--- config.mk ---
export PLATFORM = sky130hd
export DESIGN_NAME = usbsq_seq
export DESIGN_NICKNAME = d
export VERILOG_FILES = /design/src/usbsq_pkg.sv /design/src/usbsq_timer.sv /design/src/usbsq_seq.sv
export VERILOG_INCLUDE_DIRS = /design/src
export SDC_FILE = /design/constraint.sdc
export NUM_CORES = 1
export LEC_CHECK = 0
export BUFFER_PORTS_ARGS = -buffer_cell sky130_fd_sc_hd__buf_2
export CAP_MARGIN = 20
export CORE_AREA = 5 5 84 86
export CTS_BUF_LIST = sky130_fd_sc_hd__clkbuf_16
export DETAILED_ROUTE_END_ITERATION = 6
export DIE_AREA = 0 0 89 91
export PLACE_DENSITY = 0.83
export SYNTH_ARGS = -nofsm -noshare
export SYNTH_HDL_FRONTEND = slang
export SYNTH_HIERARCHICAL = 1
export SYNTH_SLANG_ARGS = --single-unit
export TNS_END_PERCENT = 5
--- constraint.sdc ---
create_clock -name CLK -period 3.5 [get_ports CLK]
set_input_delay 0.175 -clock CLK [delete_from_list [all_inputs] [get_ports CLK]]
set_output_delay 0.175 -clock CLK [all_outputs]
set_load 0.01 [all_outputs]
--- src/usbsq_defs.svh ---
// Register offsets, field positions, reset values and timing counts
`ifndef USBSQ_DEFS_SVH
`define USBSQ_DEFS_SVH

`define USBSQ_ADDR_W           8
`define USBSQ_DATA_W           32

`define USBSQ_OFF_CMD          8'h00
`define USBSQ_OFF_CTRL         8'h04
`define USBSQ_OFF_MON          8'h08
`define USBSQ_OFF_STAT         8'h0c
`define USBSQ_OFF_MASK         8'h10

`define USBSQ_CMD_LSB          0
`define USBSQ_CMD_MSB          1
`define USBSQ_CMD_RUN          2'h1
`define USBSQ_CMD_SLEEP        2'h2

`define USBSQ_CTRL_SPD_LSB     0
`define USBSQ_CTRL_SPD_MSB     1
`define USBSQ_CTRL_RWK_BIT     2

`define USBSQ_MON_HST_LSB      0
`define USBSQ_MON_HST_MSB      2
`define USBSQ_MON_XSEL_LSB     3
`define USBSQ_MON_XSEL_MSB     4
`define USBSQ_MON_TERM_BIT     5
`define USBSQ_MON_OPM_LSB      6
`define USBSQ_MON_OPM_MSB      7
`define USBSQ_MON_DISC_BIT     8
`define USBSQ_MON_RWK_BIT      9
`define USBSQ_MON_BUSY_BIT     10

`define USBSQ_STAT_SUSP_BIT    0
`define USBSQ_STAT_PKT_BIT     1
`define USBSQ_STAT_W           2

`define USBSQ_RST_SPEED        2'h1
`define USBSQ_RST_MASK         2'h0

`define USBSQ_CLK_NS           40
`define USBSQ_CEIL_CYC(ns)     (((ns) + `USBSQ_CLK_NS - 1) / `USBSQ_CLK_NS)

`define USBSQ_HS_SOF_MIN_NS    120000
`define USBSQ_HS_SOF_MAX_NS    130000
`define USBSQ_FL_PKT_MIN_NS    900000
`define USBSQ_FL_PKT_MAX_NS    1100000
`define USBSQ_REARM_MIN_NS     5000000

`define USBSQ_TMR_W            17
`define USBSQ_HS_SOF_CYC       (`USBSQ_CEIL_CYC(`USBSQ_HS_SOF_MIN_NS) + 1)
`define USBSQ_FL_PKT_CYC       (`USBSQ_CEIL_CYC(`USBSQ_FL_PKT_MIN_NS) + 1)
`define USBSQ_REARM_CYC        (`USBSQ_CEIL_CYC(`USBSQ_REARM_MIN_NS) + 1)

`endif

--- src/usbsq_pkg.sv ---
// Types shared by the port state sequencer and its timer
package usbsq_pkg;

	typedef enum logic [5:0] {
		ST_IDLE  = 6'h01,
		ST_RUNW  = 6'h02,
		ST_RUN   = 6'h04,
		ST_DRAIN = 6'h08,
		ST_XSW   = 6'h10,
		ST_SWAIT = 6'h20
	} usbsq_state_t;

	typedef enum logic [2:0] {
		HST_IDLE  = 3'h0,
		HST_RUN   = 3'h3,
		HST_SLEEP = 3'h4
	} usbsq_hst_t;

	typedef enum logic [1:0] {
		SPD_HS = 2'h0,
		SPD_FS = 2'h1,
		SPD_LS = 2'h2
	} usbsq_spd_t;

	typedef enum logic [1:0] {
		OPM_NORMAL = 2'h0,
		OPM_SLEEP  = 2'h3
	} usbsq_opm_t;

	typedef struct packed {
		logic [1:0] xsel;
		logic       term_fs;
		usbsq_opm_t opm;
	} usbsq_xcvr_t;

	typedef struct packed {
		logic [16:0] cnt;
	} usbsq_tmr_t;

	typedef struct packed {
		usbsq_state_t st;
		usbsq_hst_t   hst;
		usbsq_xcvr_t  xcvr;
		logic         disc_en;
		logic         rwk_en;
		logic [1:0]   speed;
		logic         rwk_permit;
		logic [1:0]   stat;
		logic [1:0]   mask;
		logic         irq;
		logic         sof;
		logic         keep;
		logic [31:0]  rdata;
	} usbsq_regs_t;

endpackage

--- src/usbsq_timer.sv ---
// Down-counting interval timer with a load and a one-cycle expiry flag
`include "usbsq_defs.svh"

module usbsq_timer (
	// Clock and reset
	input  wire logic                    clk,
	input  wire logic                    rst,
	// Control
	input  wire logic                    load,
	input  wire logic [`USBSQ_TMR_W-1:0] load_val,
	input  wire logic                    stop,
	// Expiry
	output logic                         done
);

	usbsq_pkg::usbsq_tmr_t r;
	usbsq_pkg::usbsq_tmr_t n;

	always_comb begin
		n = r;
		if (stop) begin
			n.cnt = '0;
		end else if (load) begin
			n.cnt = load_val;
		end else if (r.cnt != '0) begin
			n.cnt = r.cnt - 17'h00001;
		end
	end

	// Flag is raised while the count is one, the step before it rests at zero, so it lasts one cycle
	assign done = (r.cnt == 17'h00001);

	always_ff @(posedge clk or posedge rst) begin
		if (rst) begin
			r <= '0;
		end else begin
			r <= n;
		end
	end

endmodule

--- src/usbsq_seq.sv ---
// Host port sequencer for entry to the operational and suspend states
//
// Contract
// - At high speed, first start-of-frame comes 120 to 130 us after run command.
// - At full or low speed, first SOF or keep-alive 0.9 to 1.1 ms later.
// - Host state monitor shows suspend in the cycle the sleep command lands.
// - Sleep command disables disconnect and remote-wakeup detection at once.
// - High speed: await idle bus, switch select and termination to FS, then sleep.
// - Full speed: await transaction end, then sleep; transceiver select stays FS.
// - More than 5 ms after sleep mode, disconnect detection returns.
// - Remote-wakeup detection returns with it only if its permit bit is set.
// - Suspend done flag rises together with detection re-enable.
// - Run command sets monitor to operational and op mode to normal.
// - Run command enables disconnect detection in the same cycle.
`include "usbsq_defs.svh"

module usbsq_seq #(
	parameter int P_FL_PKT_CYC = `USBSQ_FL_PKT_CYC,
	parameter int P_REARM_CYC  = `USBSQ_REARM_CYC
) (
	// Clock and reset
	input  wire logic                      CLK,
	input  wire logic                      SYS_RST,
	// Register port
	input  wire logic [`USBSQ_ADDR_W-1:0]  REG_ADDR,
	input  wire logic [`USBSQ_DATA_W-1:0]  REG_WDATA,
	input  wire logic                      REG_WR,
	input  wire logic                      REG_RD,
	output logic      [`USBSQ_DATA_W-1:0]  REG_RDATA,
	// Link activity from the serial engine
	input  wire logic                      TRANS_BUSY,
	input  wire logic                      BUS_ACTIVE,
	// Transceiver control
	output logic      [1:0]                XCVR_SEL,
	output logic                           TERM_SEL,
	output logic      [1:0]                OP_MODE,
	// Port state and detection gates
	output logic      [2:0]                HOST_STATE,
	output logic                           DISC_DET_EN,
	output logic                           RWK_DET_EN,
	// First packet requests to the frame generator
	output logic                           FIRST_SOF,
	output logic                           FIRST_KEEPALIVE,
	// Interrupt
	output logic                           IRQ
);

	localparam logic [`USBSQ_TMR_W-1:0] HS_SOF_VAL =
		`USBSQ_TMR_W'(`USBSQ_HS_SOF_CYC);
	localparam logic [`USBSQ_TMR_W-1:0] FL_PKT_VAL =
		`USBSQ_TMR_W'(P_FL_PKT_CYC);
	localparam logic [`USBSQ_TMR_W-1:0] REARM_VAL =
		`USBSQ_TMR_W'(P_REARM_CYC);

	usbsq_pkg::usbsq_regs_t r;
	usbsq_pkg::usbsq_regs_t n;

	logic                    tmr_load;
	logic [`USBSQ_TMR_W-1:0] tmr_val;
	logic                    tmr_stop;
	logic                    tmr_done;

	logic                    wr_cmd;
	logic                    rd_stat;
	logic [1:0]              cmd;
	logic [1:0]              stat_set;
	logic                    in_sleep_seq;

	function automatic logic hit(
		input logic [`USBSQ_ADDR_W-1:0] addr,
		input logic [`USBSQ_ADDR_W-1:0] off
	);
		hit = (addr == off);
	endfunction

	function automatic logic [31:0] mon_word(
		input usbsq_pkg::usbsq_regs_t s
	);
		logic [31:0] w;
		w = 32'h00000000;
		w[`USBSQ_MON_HST_MSB:`USBSQ_MON_HST_LSB]   = s.hst;
		w[`USBSQ_MON_XSEL_MSB:`USBSQ_MON_XSEL_LSB] = s.xcvr.xsel;
		w[`USBSQ_MON_TERM_BIT]                     = s.xcvr.term_fs;
		w[`USBSQ_MON_OPM_MSB:`USBSQ_MON_OPM_LSB]   = s.xcvr.opm;
		w[`USBSQ_MON_DISC_BIT]                     = s.disc_en;
		w[`USBSQ_MON_RWK_BIT]                      = s.rwk_en;
		w[`USBSQ_MON_BUSY_BIT]                     = (s.st != usbsq_pkg::ST_IDLE)
			&& (s.st != usbsq_pkg::ST_RUN);
		mon_word = w;
	endfunction

	assign wr_cmd  = REG_WR && hit(REG_ADDR, `USBSQ_OFF_CMD);
	assign rd_stat = REG_RD && hit(REG_ADDR, `USBSQ_OFF_STAT);
	assign cmd     = REG_WDATA[`USBSQ_CMD_MSB:`USBSQ_CMD_LSB];

	// Suspend entry ignores a repeated sleep command until it completes; a run command still overrides it
	assign in_sleep_seq = (r.st == usbsq_pkg::ST_DRAIN)
		|| (r.st == usbsq_pkg::ST_XSW)
		|| (r.st == usbsq_pkg::ST_SWAIT);

	always_comb begin
		n        = r;
		tmr_load = 1'b0;
		tmr_val  = '0;
		tmr_stop = 1'b0;
		stat_set = 2'h0;
		n.sof    = 1'b0;
		n.keep   = 1'b0;

		// Register writes
		if (REG_WR && hit(REG_ADDR, `USBSQ_OFF_CTRL)) begin
			n.speed      = REG_WDATA[`USBSQ_CTRL_SPD_MSB:`USBSQ_CTRL_SPD_LSB];
			n.rwk_permit = REG_WDATA[`USBSQ_CTRL_RWK_BIT];
		end
		if (REG_WR && hit(REG_ADDR, `USBSQ_OFF_MASK)) begin
			n.mask = REG_WDATA[`USBSQ_STAT_W-1:0];
		end

		// Sequencer
		unique case (r.st)
			usbsq_pkg::ST_IDLE, usbsq_pkg::ST_RUNW, usbsq_pkg::ST_RUN: begin
				if (r.st == usbsq_pkg::ST_RUNW && tmr_done) begin
					n.st = usbsq_pkg::ST_RUN;
					if (r.speed == usbsq_pkg::SPD_LS) begin
						n.keep = 1'b1;
					end else begin
						n.sof = 1'b1;
					end
					stat_set[`USBSQ_STAT_PKT_BIT] = 1'b1;
				end
			end
			usbsq_pkg::ST_DRAIN: begin
				if (r.speed == usbsq_pkg::SPD_HS) begin
					// Wait for both the transaction and any trailing bus traffic
					if (!TRANS_BUSY && !BUS_ACTIVE) begin
						n.xcvr.xsel    = usbsq_pkg::SPD_FS;
						n.xcvr.term_fs = 1'b1;
						n.st           = usbsq_pkg::ST_XSW;
					end
				end else if (!TRANS_BUSY) begin
					n.xcvr.opm = usbsq_pkg::OPM_SLEEP;
					tmr_load   = 1'b1;
					tmr_val    = REARM_VAL;
					n.st       = usbsq_pkg::ST_SWAIT;
				end
			end
			usbsq_pkg::ST_XSW: begin
				// Select and termination settle a cycle before power-down
				n.xcvr.opm = usbsq_pkg::OPM_SLEEP;
				tmr_load   = 1'b1;
				tmr_val    = REARM_VAL;
				n.st       = usbsq_pkg::ST_SWAIT;
			end
			usbsq_pkg::ST_SWAIT: begin
				if (tmr_done) begin
					n.disc_en = 1'b1;
					n.rwk_en  = r.rwk_permit;
					stat_set[`USBSQ_STAT_SUSP_BIT] = 1'b1;
					n.st      = usbsq_pkg::ST_IDLE;
				end
			end
			default: begin
				n.st = usbsq_pkg::ST_IDLE;
			end
		endcase

		// Commands override the sequencer, sleep only outside suspend entry; a new run restarts the timer
		if (wr_cmd && cmd == `USBSQ_CMD_RUN) begin
			n.hst      = usbsq_pkg::HST_RUN;
			n.xcvr.opm = usbsq_pkg::OPM_NORMAL;
			n.disc_en  = 1'b1;
			n.rwk_en   = 1'b0;
			// Transceiver follows the attached speed, so an HS suspend switches
			n.xcvr.xsel    = r.speed;
			n.xcvr.term_fs = (r.speed != usbsq_pkg::SPD_HS);
			n.st       = usbsq_pkg::ST_RUNW;
			tmr_load   = 1'b1;
			if (r.speed == usbsq_pkg::SPD_HS) begin
				tmr_val = HS_SOF_VAL;
			end else begin
				tmr_val = FL_PKT_VAL;
			end
		end else if (wr_cmd && cmd == `USBSQ_CMD_SLEEP && !in_sleep_seq) begin
			n.hst     = usbsq_pkg::HST_SLEEP;
			n.disc_en = 1'b0;
			n.rwk_en  = 1'b0;
			n.st      = usbsq_pkg::ST_DRAIN;
			tmr_stop  = 1'b1;
		end

		// Sticky status, cleared by reading it; a new event wins over the clear
		n.stat = (rd_stat ? 2'h0 : r.stat) | stat_set;
		n.irq  = |(n.stat & n.mask);

		// Read data stands in the cycle after the strobe only
		n.rdata = 32'h00000000;
		if (REG_RD) begin
			if (hit(REG_ADDR, `USBSQ_OFF_CTRL)) begin
				n.rdata[`USBSQ_CTRL_SPD_MSB:`USBSQ_CTRL_SPD_LSB] = r.speed;
				n.rdata[`USBSQ_CTRL_RWK_BIT] = r.rwk_permit;
			end else if (hit(REG_ADDR, `USBSQ_OFF_MON)) begin
				n.rdata = mon_word(r);
			end else if (hit(REG_ADDR, `USBSQ_OFF_STAT)) begin
				n.rdata[`USBSQ_STAT_W-1:0] = r.stat;
			end else if (hit(REG_ADDR, `USBSQ_OFF_MASK)) begin
				n.rdata[`USBSQ_STAT_W-1:0] = r.mask;
			end
		end
	end

	usbsq_timer u_timer (
		.clk      (CLK),
		.rst      (SYS_RST),
		.load     (tmr_load),
		.load_val (tmr_val),
		.stop     (tmr_stop),
		.done     (tmr_done)
	);

	always_ff @(posedge CLK or posedge SYS_RST) begin
		if (SYS_RST) begin
			r              <= '0;
			r.st           <= usbsq_pkg::ST_IDLE;
			r.hst          <= usbsq_pkg::HST_IDLE;
			r.xcvr.xsel    <= usbsq_pkg::SPD_FS;
			r.xcvr.term_fs <= 1'b1;
			r.xcvr.opm     <= usbsq_pkg::OPM_NORMAL;
			r.speed        <= `USBSQ_RST_SPEED;
			r.mask         <= `USBSQ_RST_MASK;
		end else begin
			r <= n;
		end
	end

	assign REG_RDATA       = r.rdata;
	assign XCVR_SEL        = r.xcvr.xsel;
	assign TERM_SEL        = r.xcvr.term_fs;
	assign OP_MODE         = r.xcvr.opm;
	assign HOST_STATE      = r.hst;
	assign DISC_DET_EN     = r.disc_en;
	assign RWK_DET_EN      = r.rwk_en;
	assign FIRST_SOF       = r.sof;
	assign FIRST_KEEPALIVE = r.keep;
	assign IRQ             = r.irq;

endmodule

# Yosys cells after proc, flatten, opt, wreduce, memory -nomap -nowiden
# Index checks and enable logic that the tools add are counted.
# word_totals
register_bits,75
latch_bits,0
ramBits,0
rom_bits,0
output_inout_bits,45
word_cells,124
memories,0
# op_classes
addsub,1
mul,0
div_mod_pow,0
order_cmp,0
eq_ne,22
shift,0
n_mux,50
bitwise,2
reduce_logical,33
# op_table
cell,count
$mux W17,6
$pmux W17 S2,1
$mux W32,1
$mux W6,5
$mux W29,1
$mux W9,3
$mux W2,13
$pmux W6 S4,1
$eq A17 B1 Y1 const B,1
$reduce_bool A17 Y1,1
$sub A17 B1 Y17 const B,1
$eq A8 B4 Y1 const B,2
$mux W15,1
$mux W3,4
$reduce_bool A3 Y1,4
$mux W1,11
$logic_and A1 B1 Y1,10
$ne A5 B2 Y1 const B,2
$reduce_bool A2 Y1,5
$eq A8 B3 Y1 const B,1
$eq A8 B5 Y1 const B,1
$logic_not A8 Y1,1
$eq A6 B1 Y1 const B,1
$eq A6 B2 Y1 const B,1
other kinds (24),30

# Longest topological paths before layout
# logic_depth
depth_word,8
ltp_mapped,10

# Hierarchy
# The synthesis kept the hierarchy.
# by_module_without_submodules
module,instances,cells_each,area_per_inst_um2,seq_area_each_um2
usbsq_seq,1,213,2047.0,855.8
usbsq_timer,1,117,1114.8,425.4

# Worst setup path before layout
# OpenSTA, ideal clock, no wires.
# synth_path
path_type,register to register
startpoint,reg u_timer/r[11] (netlist bit)
endpoint,reg r[52] (netlist bit)
arrival_ns,2.648
required_time_ns,3.423
slack_ns,0.774
path_stages_with_launch,9
period_less_slack_ns,2.726
path_cell_list,dfrtp_1 or4_4 or4_4 nor2_1 nor3b_1 o311ai_0 o311ai_2 nand3b_1 o22ai_1
# synth_between
elab_chain_len,4
# synth_lines
element,line,rtl
from (decl),usbsq_timer.sv:16,usbsq_pkg::usbsq_tmr_t r;
from (signal assigned),usbsq_timer.sv:37,r <= n;
$eq A17 B1 Y1 *,usbsq_timer.sv:31,assign done = (r.cnt == 17'h00001);
net tmr_done,usbsq_seq.sv:61,logic tmr_done;
$logic_and A1 B1 Y1,usbsq_seq.sv:122,if (r.st == usbsq_pkg::ST_RUNW && tmr_done) begin
$ne A4 B4 Y1 (no line),--,
$reduce_and A4 Y1 (no line) *,--,
to (signal assigned),usbsq_seq.sv:231,r <= n;
to (decl),usbsq_seq.sv:55,usbsq_pkg::usbsq_regs_t r;
# The timed path passes the listed nets; every way through them passes the cells marked *.
# A chain may end at the register's enable or synchronous reset.

# Worst setup path after layout
# Ends and elaborated chain as after synthesis.

==> metrics.cfg <==
[run_status]
outcome=finished, final reports clean

[die]
core-area_um2=6200
die_h_um=91
die_w_um=89
die_area_um2=8100
fp-row-count=29
start_util=0.510
num_io_pins=91

[grt]
grt_pass1_vias=2332
track_usage=0.170
grt_pass1_wl_mm=11.1
grt-ovfl-total=0
grt_max_degree=35
antenna_found_initial=0

[synth]
yosysMostFrequentCell=dfrtp_1
ys_warn_count=6
syn_area_per_cell_um2=9.58
ys_async_sr_fraction=1.00
synth_ff_type=dfrtp_1
synthTopCellsByCount=dfrtp_1, buf_4, nor2_1, inv_1, nand2b_1
synth_cells=330
synth_area_um2=3160
synth-edff-count=0
yosys.area.top_type=dfrtp_1
synth-seq-area-share=0.405
synth_area_leaders=dfrtp_1, buf_4, dfstp_2
synth-seq-cells=51
ys_types=66
synth_top_area_share=0.372

[pwr]
vdd_drop_max_mv=0.346
leakage_nw=1.54
p_per_area_nw_per_um2=475

[setup_path]
worst-path-max-fanout=5
crit_type=flip-flop to flip-flop
cp.required_ns=3.72
cp.arrival_ns=3.55
crit_path_end_kind=flip-flop
start_kind=flip-flop

[placement]
dp_slack_ns=0.322
port_buffers=40
dp_hpwl_mm=4.68
place.gp.congestion=0.865
place_area_um2=3210
placed_cells=419

[flow_run]
timing.max_cap.violations=0

[final_layout]
syn_to_final_growth_pct=6.49
filler_cell_count=554
fin_nets=398
fin_cells=428
stdcell_area_um2=3370
diodes=0
drive_above_1_share=0.219

[routing]
drc=0
routed_wl_mm=6.47
vias=2366
firstDrtPassIters=4
via_per_inst=5.53
wire_per_inst_um=15.1
drtAntennaViolNets=0
drtIter0Drc=130

[worst_hold_path]
hp-class=primary input to flip-flop

[sta]
post-route-min-period_ns=3.33
relSlewSlack=0.518
fmax_mhz=300
clock_skew_ns=0.00274
tightest_slew_ns=0.723
setup-tns-final_ns=0
setup_viol_count_final=0
maxSlewViolCount=0
setup_slack_ns=0.172
hold_viol=0
period_share=0.951
rsz0062_at_grt=no

[clock_network]
cts_made_buffers=5
cts.path.max_buffers=2
clock_sinks=51
path_clk_slew_ns=0.07
htree_levels=2
postCtsHoldBufs=1
cts_tree=done
clk_latency_ns=0.29
cts_root_buf=clkbuf_16
cts_resized=0
postCtsSetupBuffers=0

[path summary, 6_finish.rpt]
path                               start      endpoint  slack, ns  cells after the start
setup / recovery           u_timer/r[11]         r[52]       0.17                      8
hold / removal              REG_WDATA[2]         r[39]       0.12                      2
setup reg to reg           u_timer/r[11]         r[52]       0.17                      8
hold reg to reg              DISC_DET_EN  REG_RDATA[8]       0.50                      1
max in group asynchronous        SYS_RST  u_timer/r[0]       2.49                      3
min in group asynchronous        SYS_RST  REG_RDATA[3]       0.53                      4
[report_power, final]
group / switching [W] / internal, W / total, W
registers: 0.0000968 / 0.000662 / 0.000759
clock network: 0.000215 / 0.000264 / 0.000479
logic: 0.000190 / 0.000171 / 0.000360
[stage by stage]
step	total power (W)	util	hold WS [ns]
2_1_floorplan	0.00105	-	0.101
3_3_place_gp	0.00109	0.518	0.299
3_5_place_dp	0.00112	0.518	0.309
4_1_cts	0.00161	0.543	0.111
5_1_grt	0.00170	0.543	0.120
6_report	0.00160	0.543	0.119
[flip-flops by register name, summed over array words and instances (netlist names), 2 cells and up]
signal      flops
r              13
u_timer/r      17
REG_RDATA      10
HOST_STATE      2
XCVR_SEL        2
[critical path: stages, from the launching register on]
cell and delay (ns):
dfrtp_1 0.44, or4_4 0.57, or4_4 0.54, nor2_1 0.32, nor3b_1 0.09, o311ai_0 0.55, o311ai_2 0.31, nand3b_1 0.26
o22ai_1 0.17
[routing by layer]
layer	wire length [um]	up-vias	GRT usage
met5	0	-	0
met1	2900	1143	0.227
li1	-	1136	-
met3	381	12	0.0308
met4	129	0	0.0769
met2	3060	75	0.266
[placed cells by master (no fill, tap or decap), types with 5 or more instances in the layout]
cell / Yosys / routed
a21oi_1: 11 / 11
and2_1: 7 / 7
buf_2: 2 / 40
buf_4: 39 / 7
clkbuf_16: 0 / 5
conb_1: 1 / 22
dfrtp_1: 47 / 47
inv_1: 18 / 18
mux2_2: 6 / 6
nand2_1: 12 / 12
nand2b_1: 14 / 14
nand3_1: 6 / 6
nor2_1: 25 / 25
nor2b_1: 5 / 5
nor3_1: 10 / 10
nor4_1: 5 / 5
o211a_1: 10 / 10
o21ai_0: 10 / 10
xnor2_1: 5 / 5
xor2_1: 11 / 11
[cells by family after synthesis]
kind of cell    Yosys count  synth area share
simple gates            116             0.227
other cells               1           0.00119
mux                       9            0.0313
compound gates           60             0.141
fa+ha+maj                 2           0.00791
xor+xnor                 16            0.0443
flops                    51             0.405
buf+inv                  75             0.142
[area by class of cell]
class	count	area, um^2	share of cell area
multi-input combinational	225	1510	0.449
sequential	51	1280	0.381
timing repair buffer	48	263	0.0780
clock buffer	5	125	0.0372
tap	77	96.3	0.0286
inverter	19	71.3	0.0212
clock inverter	3	20.0	0.00595
Note: power is estimated with default switching activity, not from simulation.
